[config.mk]
export PLATFORM = sky130hd
export DESIGN_NAME = serial_port_clock_select
export DESIGN_NICKNAME = d
export VERILOG_FILES = /design/src/rtl/serial_port_clock_select.v /design/src/rtl/byte_store.v
export VERILOG_INCLUDE_DIRS = /design/src /design/src/rtl
export SDC_FILE = /design/constraint.sdc
export NUM_CORES = 1
export LEC_CHECK = 0
export BUFFER_PORTS_ARGS = -buffer_cell sky130_fd_sc_hd__buf_4
export CAP_MARGIN = 20
export CELL_PAD_IN_SITES_DETAIL_PLACEMENT = 0
export CELL_PAD_IN_SITES_GLOBAL_PLACEMENT = 1
export CORE_ASPECT_RATIO = 0.6
export CORE_MARGIN = 2
export CORE_UTILIZATION = 31
export CTS_CLUSTER_DIAMETER = 150
export CTS_CLUSTER_SIZE = 12
export DETAILED_ROUTE_END_ITERATION = 8
export PLACE_DENSITY_LB_ADDON = 0.1
export SLEW_MARGIN = 20
export SYNTH_ARGS = -nofsm -noshare
export SYNTH_HDL_FRONTEND = slang
export SYNTH_SLANG_ARGS = --single-unit
[constraint.sdc]
create_clock -name clock -period 6.1 [get_ports clock]
set_input_delay 0.61 -clock clock [delete_from_list [all_inputs] [get_ports clock]]
set_output_delay 0.61 -clock clock [all_outputs]
set_load 0.05 [all_outputs]
[src/rtl/clock_select_map.vh]
// constants for the serial port clock selection block
`ifndef CLOCK_SELECT_MAP_VH
`define CLOCK_SELECT_MAP_VH

// ----------------------------------------
// register byte offsets
// ----------------------------------------
`define REG_CTRL 8'h00
`define REG_SYNTH_WORD 8'h04
`define REG_DIV_CTRL 8'h08
`define REG_CLK_SEL 8'h0C
`define REG_PKT_SIZE 8'h10
`define REG_STATUS 8'h14

// ----------------------------------------
// field positions
// ----------------------------------------
`define CTRL_MODE_LSB 0
`define CTRL_REF_SEL_BIT 4
`define DIV_SRC_BIT 16
`define STAT_LOCKED_BIT 0
`define STAT_DIV_BAD_BIT 1
`define STAT_SYN_BAD_BIT 2
`define STAT_OVERFLOW_BIT 3
`define STAT_UNDERRUN_BIT 4
`define STAT_SEL_LSB 8

// ----------------------------------------
// reset values
// ----------------------------------------
`define RST_MODE 3'h0
`define RST_SYNTH_WORD 32'h07D00000
`define RST_DIV_VALUE 15'h4000
`define RST_CLK_SEL 10'h000
`define RST_PKT_SIZE 11'h400

// ----------------------------------------
// clock modes and selector sources
// ----------------------------------------
`define MODE_CFG_INT 3'h0
`define MODE_CFG_TT 3'h1
`define MODE_ALL_TT 3'h2
`define MODE_FOUR_WIRE 3'h3
`define MODE_CUSTOM 3'h4
`define SRC_SYNTH 2'h0
`define SRC_DIV 2'h1
`define SRC_TT 2'h2
`define SRC_OFF 2'h3

// ----------------------------------------
// timing and rate figures
// ----------------------------------------
`define CLOCK_KHZ 125000
`define OSC_KHZ 32768
`define OSC_MOD 17'h1E848
`define OSC_STEP 17'h08000
`define SYN_MOD 33'h0FA000000
`define SYN_WORD_MIN 32'h00000080
`define SYN_WORD_MAX 32'h5DC00000
`define DIV_MIN 15'h0002
`define DIV_MAX 15'h4000
`define PKT_MIN 11'h020
`define PKT_MAX 11'h5B0

`endif

[src/rtl/serial_port_clock_select.v]
// per-port clock generation, selection and serial data path
`timescale 1ns/100ps
`default_nettype none
`include "clock_select_map.vh"

module serial_port_clock_select #(
  parameter REF_TICKS = 16'h1000,
  parameter FOUR_WIRE_WORD = 32'h000FA000,
  parameter FIFO_ADDR_BITS = 4
) (
  input wire clock,
  input wire srst,
  // axi4-lite slave
  input wire [7:0] s_axi_awaddr,
  input wire s_axi_awvalid,
  output wire s_axi_awready,
  input wire [31:0] s_axi_wdata,
  input wire [3:0] s_axi_wstrb,
  input wire s_axi_wvalid,
  output wire s_axi_wready,
  output reg [1:0] s_axi_bresp,
  output reg s_axi_bvalid,
  input wire s_axi_bready,
  input wire [7:0] s_axi_araddr,
  input wire s_axi_arvalid,
  output wire s_axi_arready,
  output reg [31:0] s_axi_rdata,
  output reg [1:0] s_axi_rresp,
  output reg s_axi_rvalid,
  input wire s_axi_rready,
  // reference and serial pins
  input wire refPortIn,
  input wire refExtIn,
  input wire terminalTimingIn,
  input wire txDataIn,
  output wire sendTimingOut,
  output wire receiveTimingOut,
  output reg rxDataOut,
  // network-bound packet stream
  output reg [7:0] pktData,
  output reg pktValid,
  output reg pktFirst,
  output reg pktLast,
  // interface-bound payload stream
  input wire [7:0] ifByte,
  input wire ifByteValid,
  input wire ifByteHeader,
  output wire ifByteReady
);

  // ----------------------------------------
  // helpers
  // ----------------------------------------
  function mapped;
    input [7:0] addr;
    begin
      mapped = (addr[1:0] == 2'h0) && (addr <= `REG_STATUS);
    end
  endfunction

  function [31:0] merge;
    input [31:0] old;
    input [31:0] data;
    input [3:0] strb;
    integer b;
    begin
      merge = old;
      for (b = 0; b < 4; b = b + 1) begin
        if (strb[b]) begin
          merge[b*8 +: 8] = data[b*8 +: 8];
        end
      end
    end
  endfunction

  // standard modes force the selector sources
  function [1:0] modeSel;
    input [2:0] mode;
    input [2:0] idx;
    input [9:0] custom;
    begin
      case (mode)
        `MODE_CFG_INT: modeSel = `SRC_SYNTH;
        `MODE_CFG_TT: modeSel = (idx == 3'h2) ? `SRC_TT : `SRC_SYNTH;
        `MODE_ALL_TT: modeSel = `SRC_TT;
        `MODE_FOUR_WIRE: modeSel = `SRC_SYNTH;
        `MODE_CUSTOM: modeSel = custom[idx*2 +: 2];
        default: modeSel = `SRC_OFF;
      endcase
    end
  endfunction

  // ----------------------------------------
  // registers and bus slave
  // ----------------------------------------
  reg [2:0] clkMode;
  reg refSel;
  reg [31:0] synthWord;
  reg divSrc;
  reg [14:0] divValue;
  reg [9:0] clkSelCfg;
  reg [10:0] pktSize;
  reg overflowFlag;
  reg underrunFlag;
  reg awHeld;
  reg [7:0] awAddr;
  reg wHeld;
  reg [31:0] wData;
  reg [3:0] wStrb;
  wire pllLocked;
  wire divBad;
  wire synBad;
  wire [9:0] curSelFlat;
  wire doWrite;
  wire [31:0] statusWord;
  reg [31:0] next_rdata;
  wire overflowEvent;
  wire underrunEvent;
  // held write data merged into each register under the byte strobes
  wire [31:0] ctrlNew = merge({27'h0, refSel, 1'b0, clkMode}, wData, wStrb);
  wire [31:0] divNew = merge({15'h0, divSrc, 1'b0, divValue}, wData, wStrb);
  wire [31:0] selNew = merge({22'h0, clkSelCfg}, wData, wStrb);
  wire [31:0] pktNew = merge({21'h0, pktSize}, wData, wStrb);

  assign s_axi_awready = !awHeld && !s_axi_bvalid;
  assign s_axi_wready = !wHeld && !s_axi_bvalid;
  assign s_axi_arready = !s_axi_rvalid;
  assign doWrite = awHeld && wHeld && !s_axi_bvalid;
  assign statusWord = {14'h0000, curSelFlat, 3'h0, underrunFlag, overflowFlag, synBad, divBad, pllLocked};

  // write channel capture, register update and response
  always @(posedge clock) begin
    if (srst) begin
      awHeld <= 1'b0;
      wHeld <= 1'b0;
      awAddr <= 8'h00;
      wData <= 32'h00000000;
      wStrb <= 4'h0;
      s_axi_bvalid <= 1'b0;
      s_axi_bresp <= 2'h0;
      clkMode <= `RST_MODE;
      refSel <= 1'b0;
      synthWord <= `RST_SYNTH_WORD;
      divSrc <= 1'b0;
      divValue <= `RST_DIV_VALUE;
      clkSelCfg <= `RST_CLK_SEL;
      pktSize <= `RST_PKT_SIZE;
      overflowFlag <= 1'b0;
      underrunFlag <= 1'b0;
    end else begin
      if (s_axi_awvalid && s_axi_awready) begin
        awHeld <= 1'b1;
        awAddr <= s_axi_awaddr;
      end
      if (s_axi_wvalid && s_axi_wready) begin
        wHeld <= 1'b1;
        wData <= s_axi_wdata;
        wStrb <= s_axi_wstrb;
      end
      if (s_axi_bvalid && s_axi_bready) begin
        s_axi_bvalid <= 1'b0;
      end
      if (doWrite) begin
        awHeld <= 1'b0;
        wHeld <= 1'b0;
        s_axi_bvalid <= 1'b1;
        s_axi_bresp <= mapped(awAddr) ? 2'h0 : 2'h2;
        case (awAddr)
          `REG_CTRL: begin
            refSel <= ctrlNew[`CTRL_REF_SEL_BIT];
            clkMode <= ctrlNew[2:0];
          end
          `REG_SYNTH_WORD: synthWord <= merge(synthWord, wData, wStrb);
          `REG_DIV_CTRL: begin
            divSrc <= divNew[`DIV_SRC_BIT];
            divValue <= divNew[14:0];
          end
          `REG_CLK_SEL: clkSelCfg <= selNew[9:0];
          `REG_PKT_SIZE: pktSize <= pktNew[10:0];
          default: ;
        endcase
      end
      // sticky flags: write one to clear, a new event wins
      if (doWrite && awAddr == `REG_STATUS && wStrb[0]) begin
        if (wData[`STAT_OVERFLOW_BIT]) overflowFlag <= 1'b0;
        if (wData[`STAT_UNDERRUN_BIT]) underrunFlag <= 1'b0;
      end
      if (overflowEvent) overflowFlag <= 1'b1;
      if (underrunEvent) underrunFlag <= 1'b1;
    end
  end

  // read data select
  always @* begin
    case (s_axi_araddr)
      `REG_CTRL: next_rdata = {27'h0, refSel, 1'b0, clkMode};
      `REG_SYNTH_WORD: next_rdata = synthWord;
      `REG_DIV_CTRL: next_rdata = {15'h0, divSrc, 1'b0, divValue};
      `REG_CLK_SEL: next_rdata = {22'h0, clkSelCfg};
      `REG_PKT_SIZE: next_rdata = {21'h0, pktSize};
      `REG_STATUS: next_rdata = statusWord;
      default: next_rdata = 32'h00000000;
    endcase
  end

  // read response, one cycle after the address
  always @(posedge clock) begin
    if (srst) begin
      s_axi_rvalid <= 1'b0;
      s_axi_rdata <= 32'h00000000;
      s_axi_rresp <= 2'h0;
    end else if (s_axi_arvalid && s_axi_arready) begin
      s_axi_rvalid <= 1'b1;
      s_axi_rdata <= next_rdata;
      s_axi_rresp <= mapped(s_axi_araddr) ? 2'h0 : 2'h2;
    end else if (s_axi_rready) begin
      s_axi_rvalid <= 1'b0;
    end
  end

  // ----------------------------------------
  // pin synchronisers
  // ----------------------------------------
  reg [3:0] pinMeta;
  reg [3:0] pinSync;
  reg [2:0] pinLast;

  // two flops on every asynchronous pin
  always @(posedge clock) begin
    if (srst) begin
      pinMeta <= 4'h0;
      pinSync <= 4'h0;
      pinLast <= 3'h0;
    end else begin
      pinMeta <= {txDataIn, terminalTimingIn, refExtIn, refPortIn};
      pinSync <= pinMeta;
      pinLast <= pinSync[2:0];
    end
  end

  wire refLevel = refSel ? pinSync[1] : pinSync[0];
  wire refLast = refSel ? pinLast[1] : pinLast[0];
  wire refRise = refLevel && !refLast;
  wire ttLevel = pinSync[2];
  wire ttEvent = pinSync[2] ^ pinLast[2];

  // ----------------------------------------
  // node oscillator and frequency lock
  // ----------------------------------------
  reg [16:0] oscAcc;
  reg oscTick;
  reg signed [7:0] oscTrim;
  reg [15:0] refCount;
  reg lockFlag;
  wire [17:0] oscSum = {1'b0, oscAcc} + {1'b0, `OSC_STEP} + {{10{oscTrim[7]}}, oscTrim};

  // 32.768 MHz tick from the 125 MHz clock, trimmed by the lock loop
  always @(posedge clock) begin
    if (srst) begin
      oscAcc <= 17'h00000;
      oscTick <= 1'b0;
    end else if (oscSum >= {1'b0, `OSC_MOD}) begin
      oscAcc <= oscSum[16:0] - `OSC_MOD;
      oscTick <= 1'b1;
    end else begin
      oscAcc <= oscSum[16:0];
      oscTick <= 1'b0;
    end
  end

  // count oscillator ticks per reference period and nudge the trim
  always @(posedge clock) begin
    if (srst) begin
      refCount <= 16'h0000;
      oscTrim <= 8'sh00;
      lockFlag <= 1'b0;
    end else if (refRise) begin
      refCount <= 16'h0000;
      lockFlag <= (refCount == REF_TICKS);
      if (refCount > REF_TICKS && oscTrim != -8'sd128) begin
        oscTrim <= oscTrim - 8'sd1;
      end else if (refCount < REF_TICKS && oscTrim != 8'sd127) begin
        oscTrim <= oscTrim + 8'sd1;
      end
    end else if (oscTick && refCount != 16'hFFFF) begin
      refCount <= refCount + 16'h0001;
    end
  end
  assign pllLocked = lockFlag;

  // ----------------------------------------
  // frequency synthesizer
  // ----------------------------------------
  reg [32:0] synAcc;
  reg synLevel;
  reg synEvent;
  wire [31:0] effWord = (clkMode == `MODE_FOUR_WIRE) ? FOUR_WIRE_WORD : synthWord;
  assign synBad = (effWord < `SYN_WORD_MIN) || (effWord > `SYN_WORD_MAX);
  wire [33:0] synSum = {1'b0, synAcc} + {1'b0, effWord, 1'b0};

  // phase accumulator clocked by oscillator ticks, two edges per period
  always @(posedge clock) begin
    if (srst) begin
      synAcc <= 33'h000000000;
      synLevel <= 1'b0;
      synEvent <= 1'b0;
    end else begin
      synEvent <= 1'b0;
      if (oscTick && !synBad) begin
        if (synSum >= {1'b0, `SYN_MOD}) begin
          synAcc <= synSum[32:0] - `SYN_MOD;
          synLevel <= !synLevel;
          synEvent <= 1'b1;
        end else begin
          synAcc <= synSum[32:0];
        end
      end
    end
  end

  // ----------------------------------------
  // even divider
  // ----------------------------------------
  reg [13:0] divCount;
  reg divLevel;
  reg divEvent;
  assign divBad = divValue[0] || (divValue < `DIV_MIN) || (divValue > `DIV_MAX);
  wire divIn = divSrc ? (synEvent && synLevel) : oscTick;

  // toggle after every half of the divisor in input periods
  always @(posedge clock) begin
    if (srst) begin
      divCount <= 14'h0000;
      divLevel <= 1'b0;
      divEvent <= 1'b0;
    end else begin
      divEvent <= 1'b0;
      if (divBad) begin
        divCount <= 14'h0000;
      end else if (divIn) begin
        if (divCount >= divValue[14:1] - 14'h0001) begin
          divCount <= 14'h0000;
          divLevel <= !divLevel;
          divEvent <= 1'b1;
        end else begin
          divCount <= divCount + 14'h0001;
        end
      end
    end
  end

  // ----------------------------------------
  // five glitch-free clock selectors
  // ----------------------------------------
  wire [3:0] srcLevel = {1'b0, ttLevel, divLevel, synLevel};
  wire [3:0] srcEvent = {1'b0, ttEvent, divEvent, synEvent};
  wire [4:0] selLevel;
  wire [4:0] selRise;

  genvar g;
  generate
    for (g = 0; g < 5; g = g + 1) begin : sel
      reg [1:0] cur;
      reg level;
      reg rise;
      wire [1:0] want = modeSel(clkMode, g, clkSelCfg);

      // switch only while the output is low, then follow the new source
      always @(posedge clock) begin
        if (srst) begin
          cur <= `SRC_OFF;
          level <= 1'b0;
          rise <= 1'b0;
        end else if (want != cur && !level) begin
          cur <= want;
          rise <= 1'b0;
        end else if (srcEvent[cur]) begin
          level <= srcLevel[cur];
          rise <= srcLevel[cur] && !level;
        end else begin
          rise <= 1'b0;
        end
      end
      assign selLevel[g] = level;
      assign selRise[g] = rise;
      assign curSelFlat[g*2 +: 2] = cur;
    end
  endgenerate

  assign sendTimingOut = selLevel[0];
  assign receiveTimingOut = selLevel[3];

  // ----------------------------------------
  // network-bound path and Rx FIFO
  // ----------------------------------------
  localparam DEPTH = 1 << FIFO_ADDR_BITS;
  reg [7:0] txShift;
  reg [2:0] txBits;
  reg [FIFO_ADDR_BITS-1:0] wrPtr;
  reg [FIFO_ADDR_BITS-1:0] rdPtr;
  reg [FIFO_ADDR_BITS:0] fill;
  reg readPending;
  reg [10:0] pktCount;
  wire [7:0] fifoOut;
  wire byteDone = selRise[2] && (txBits == 3'h7);
  wire fifoWrite = byteDone && (fill != DEPTH);
  wire fifoRead = selRise[1] && (fill != 0);
  wire [10:0] pktLimit = (pktSize < `PKT_MIN) ? `PKT_MIN : (pktSize > `PKT_MAX) ? `PKT_MAX : pktSize;
  assign overflowEvent = byteDone && (fill == DEPTH);

  // sample DTE data on the serial controller clock, terminal timing when so selected
  always @(posedge clock) begin
    if (srst) begin
      txShift <= 8'h00;
      txBits <= 3'h0;
    end else if (selRise[2]) begin
      txShift <= {pinSync[3], txShift[7:1]};
      txBits <= txBits + 3'h1;
    end
  end

  // fifo pointers: written on the sampling clock, drained on the fifo clock
  always @(posedge clock) begin
    if (srst) begin
      wrPtr <= {FIFO_ADDR_BITS{1'b0}};
      rdPtr <= {FIFO_ADDR_BITS{1'b0}};
      fill <= {(FIFO_ADDR_BITS+1){1'b0}};
    end else begin
      if (fifoWrite) wrPtr <= wrPtr + 1'b1;
      if (fifoRead) rdPtr <= rdPtr + 1'b1;
      fill <= fill + {{FIFO_ADDR_BITS{1'b0}}, fifoWrite} - {{FIFO_ADDR_BITS{1'b0}}, fifoRead};
    end
  end

  byte_store #(
    .WIDTH(8),
    .ADDR_BITS(FIFO_ADDR_BITS)
  ) rxFifo (
    .clock(clock),
    .writeEn(fifoWrite),
    .writeAddr(wrPtr),
    .writeData({pinSync[3], txShift[7:1]}),
    .readEn(fifoRead),
    .readAddr(rdPtr),
    .readData(fifoOut)
  );

  // cut drained bytes into packets of the configured size clamped to PKT_MIN..PKT_MAX
  always @(posedge clock) begin
    if (srst) begin
      readPending <= 1'b0;
      pktCount <= 11'h000;
      pktData <= 8'h00;
      pktValid <= 1'b0;
      pktFirst <= 1'b0;
      pktLast <= 1'b0;
    end else begin
      readPending <= fifoRead;
      pktValid <= readPending;
      if (readPending) begin
        pktData <= fifoOut;
        pktFirst <= (pktCount == 11'h000);
        pktLast <= (pktCount >= pktLimit - 11'h001);
        pktCount <= (pktCount >= pktLimit - 11'h001) ? 11'h000 : pktCount + 11'h001;
      end
    end
  end

  // ----------------------------------------
  // interface-bound serial output
  // ----------------------------------------
  reg [7:0] holdByte;
  reg holdFull;
  reg [7:0] rxShift;
  reg [2:0] rxBits;
  assign ifByteReady = !holdFull;
  wire loadNow = selRise[4] && (rxBits == 3'h0);
  assign underrunEvent = loadNow && !holdFull;

  // one-byte holding stage, header bytes are dropped
  always @(posedge clock) begin
    if (srst) begin
      holdByte <= 8'h00;
      holdFull <= 1'b0;
    end else if (ifByteValid && !holdFull && !ifByteHeader) begin
      holdByte <= ifByte;
      holdFull <= 1'b1;
    end else if (loadNow) begin
      holdFull <= 1'b0;
    end
  end

  // constant bit stream, idle ones when no payload waits
  always @(posedge clock) begin
    if (srst) begin
      rxShift <= 8'hFF;
      rxBits <= 3'h0;
      rxDataOut <= 1'b1;
    end else if (selRise[4]) begin
      rxBits <= rxBits + 3'h1;
      if (rxBits == 3'h0) begin
        rxShift <= holdFull ? {1'b1, holdByte[7:1]} : 8'hFF;
        rxDataOut <= holdFull ? holdByte[0] : 1'b1;
      end else begin
        rxShift <= {1'b1, rxShift[7:1]};
        rxDataOut <= rxShift[0];
      end
    end
  end

endmodule // serial_port_clock_select

`default_nettype wire

[src/rtl/byte_store.v]
// dual-port byte memory with registered read data
`timescale 1ns/100ps
`default_nettype none

module byte_store #(
  parameter WIDTH = 8,
  parameter ADDR_BITS = 4
) (
  input wire clock,
  input wire writeEn,
  input wire [ADDR_BITS-1:0] writeAddr,
  input wire [WIDTH-1:0] writeData,
  input wire readEn,
  input wire [ADDR_BITS-1:0] readAddr,
  output reg [WIDTH-1:0] readData
);

  reg [WIDTH-1:0] store [0:(1<<ADDR_BITS)-1];

  // write port and registered read port
  always @(posedge clock) begin
    if (writeEn) begin
      store[writeAddr] <= writeData;
    end
    if (readEn) begin
      readData <= store[readAddr];
    end
  end

endmodule // byte_store

`default_nettype wire

==> impl_results.md <==
- Status: completed
- Post-synth top flop: dfxtp_1
- Placed Cells: about 3700
- Fillers: approximately 7900
- Clock Latency Late Sink: 0.62 ns
- Placement Rows: between 70 and 80
- Hold path depth: 2
- Logic pwr share: about 7.5%
- Largest net degree at the start of global routing: around 120
- Fmax: around 170 MHz
- Critical hold path startpoint: s_axi_rready
- RSZ-0062 raised after global routing: no
- Grt total ovfl: 0
- Vias in the first global route: between 15000 and 20000
- Peak supply drop: 185 uV
- Power share of the sequential group: 51.3%
- Post-synth EDFFs: roughly 140
- Number of H-tree levels: 2
- Fraction of layout cells with a size suffix above 1: 11.4%
- Via count: approximately 19000
- Final WS setup: ~0.38 ns
- Cts bufs inserted: between 40 and 50
- Post-DP Area: 26600 um^2
- Net Sw Frac: 25.8%
- GRT Util Overall: a little under a fifth
- Setup TNS: 0 ns
- Vias per inst: just over 5
- Req. time, crit path: 6.61 ns
- Sequential area share after synthesis: between 40% and 50%
- Lkg Pwr: roughly 11 nW
- R2R Setup Slk: 0.38 ns
- Pwr Total: approximately 6.6 mW
- NetSw: 1.70 mW
- Register area: between 10000 and 15000 um^2
- Clk buf depth: 3
- #FFs+latches synth: a little under 500
- TritonCTS clock tree: yes
- Max-slew headroom: roughly 27%
- Core ar.: ~80000 um^2
- Final hold vios: 0
- Post-synth top cells: nor2_1, dfxtp_1, nand2_1
- Die ar.: around 81000 um^2
- TritonCTS Sinks: around 480
- DRT Wirelength: 79900 um
- Final worst-path cycle share: about 94%
- Internal power: 4.89 mW
- Cell area after layout: between 20000 and 30000 um^2
- # diodes: 0
- Hold WC Path Type: in -> reg
- Slew Limit Fails: 0
- Starting density of the core: a little under a third
- Number of iterations in the first detailed-routing pass: 5
- Root Buffer: clkbuf_16
- Setup crit end kind: flop
- CTS clk-pin slew, worst paths: ~0.07 ns
- Worst slew pin tran: between 1 and 1.5 ns
- Syn Area/Cell: about 9.5 um^2
- Placer congestion estimate: roughly 0.9
- CP arrival: 6.22 ns
- Area growth, synth to finish: 13.8%
- IO Pins: 129
- Die W: around 370 um
- Wire length per cell: 21.5 um
- Final setup violation count: 0
- Post-Place Worst Slack: ~0.11 ns
- Die H: 222 um
- Hold buffers post-CTS: 0
- Finished Layout Cells: 3719
- HPWL Detailed: roughly 59000 um
- Most numerous cell in the Yosys netlist: nor2_1
- Gate Count Post-Synth: about 2600
- Min Hold Slack: between 0.15 and 0.2 ns
- Remaining routing DRC violations: 0
- Launching point of the worst reg2reg path: clkMode[2]
- R2R depth: 23
- Async S/R FF share, synth: 0%
- Crit Path Category: reg -> reg
- ANT nets after route: 0
- PD cells: roughly 240 nW/um^2
- Yosys warns: 0
- First-pass GRT wire length: 119000 um
- Multi-input gate area: approximately 13000 um^2
- Clock power frac: 41.2%
- Layout Nets: approximately 2800
- Antenna violations before repair: 5
- Synth area leader: dfxtp_1
- Setup Skew: between 0.02 and 0.03 ns
- Crit Path Max Fanout: 21
- Min Tclk post-route: about 5.7 ns
- R2r endpoint: synAcc[31]
- Share of Yosys cell area claimed by the top area cell type: 28.2%
- Hold endpoint: s_axi_rvalid
- Initial drt markers: 1585
- Distinct cells, synth: 93
- Synth area leaders: dfxtp_1, edfxtp_1, ha_1
- Post-CTS setup buffer count: 0
- Final core occ: between 30 and 40%
- Netlist Area Pre-Place: around 25000 um^2
- Number of max-cap violations: 0
- Worst setup SP type: flop
- I/O Buffers: about 130
-- kinds of logic (layout without fill, tap and decap cells) --
group,Yosys count,after routing,share of synthesized area [%]
multiplexers,191,191,9.88
other,1,2,0.0153
AND/OR/NAND/NOR,966,966,18.5
adder cells (fa/ha/maj),126,126,6.53
flip-flops,481,481,44.8
XOR/XNOR,122,122,4.36
buffers and inverters,204,298,3.21
AO/OA/AOI/OAI,480,480,12.7
-- worst max path at each step --
stage,start,endpoint,slack [ns]
after floorplan,clkMode[1],synAcc[31],0.19
after global placement,clkMode[1],synAcc[31],0.33
after detailed placement,clkMode[1],synAcc[31],0.11
after CTS,clkMode[1],synAcc[31],0.06
after global routing,clkMode[2],synAcc[31],0.02
final,clkMode[2],synAcc[31],0.38
-- critical path, cell delays in order, from the launching register on --
cell,delay [ns]
dfxtp_1,0.33
nand3b_4,0.14
buf_4,0.26
buf_6,0.22
nand2b_1,0.08
ha_1,0.42
nand2_1,0.16
nor2_1,0.28
and4_1,0.28
o211a_1,0.20
nor2_1,0.08
o31ai_1,0.29
xor2_1,0.16
inv_1,0.13
ha_1,0.20
nor4b_1,0.27
nand3_1,0.14
a2111oi_2,0.36
o2111ai_1,0.18
nor4_2,0.34
nand4_2,0.19
a31o_1,0.33
or3_1,0.32
a41o_1,0.23
-- layout by cell type, fill, tap and decap left out, types with 46 or more instances in the layout --
| master | count |
|---|---|
| edfxtp_1 | 136 |
| xnor2_1 | 67 |
| o21ai_0 | 72 |
| xor2_1 | 55 |
| clkbuf_16 | 46 |
| a21oi_1 | 169 |
| nand3_1 | 55 |
| mux2i_1 | 143 |
| nor2_1 | 347 |
| ha_1 | 119 |
| inv_1 | 76 |
| dfxtp_1 | 343 |
| buf_4 | 150 |
| and2_1 | 51 |
| nand2_1 | 259 |
-- per-layer routing --
metal / vias up / share of wire [%] / track usage, % / routed length (um)
met3: 66 / 6.1 / 3.95 / 4840
met5: - / 0.040 / 0 / 32
met4: 6 / 1.3 / 3.12 / 1000
li1: 9340 / - / - / -
met2: 459 / 37 / 24.3 / 29300
met1: 9441 / 56 / 32.1 / 44700
-- power by group through the flow --
| stage | Clock (mW) | Combinational [mW] | Sequential [mW] |
|---|---|---|---|
| global route | 2.93 | 0.549 | 3.38 |
| finish | 2.71 | 0.496 | 3.38 |
| global placement | 0 | 0.489 | 3.45 |
| floorplan | 0 | 0.325 | 3.42 |
| detailed placement | 0 | 0.491 | 3.45 |
| CTS | 2.81 | 0.495 | 3.38 |
-- final cells by class --
class,instances,area share (%)
timing repair buffer,154,4.27
inverter,77,1.04
clock inverter,4,0.251
tap,1053,4.72
sequential,481,39.4
multi-input combinational,1887,46.0
clock buffer,63,4.35
-- timing repair --
action                     in CTS  in global routing
setup endpoints to repair       0                  8
gates resized for setup         0                  8
hold endpoints to repair        0                  0
-- flip-flops by register name, summed over array words and instances, names as in the netlist, 10 cells and up --
register      flops
divValue         15
wData            32
synAcc           32
pktSize          11
s_axi_rdata      32
divCount         14
pktCount         11
synthWord        32
refCount         16
oscAcc           17
rxFifo.store    128
clkSelCfg        10
sel.cur          10
(Power assumes the default switching activity.)
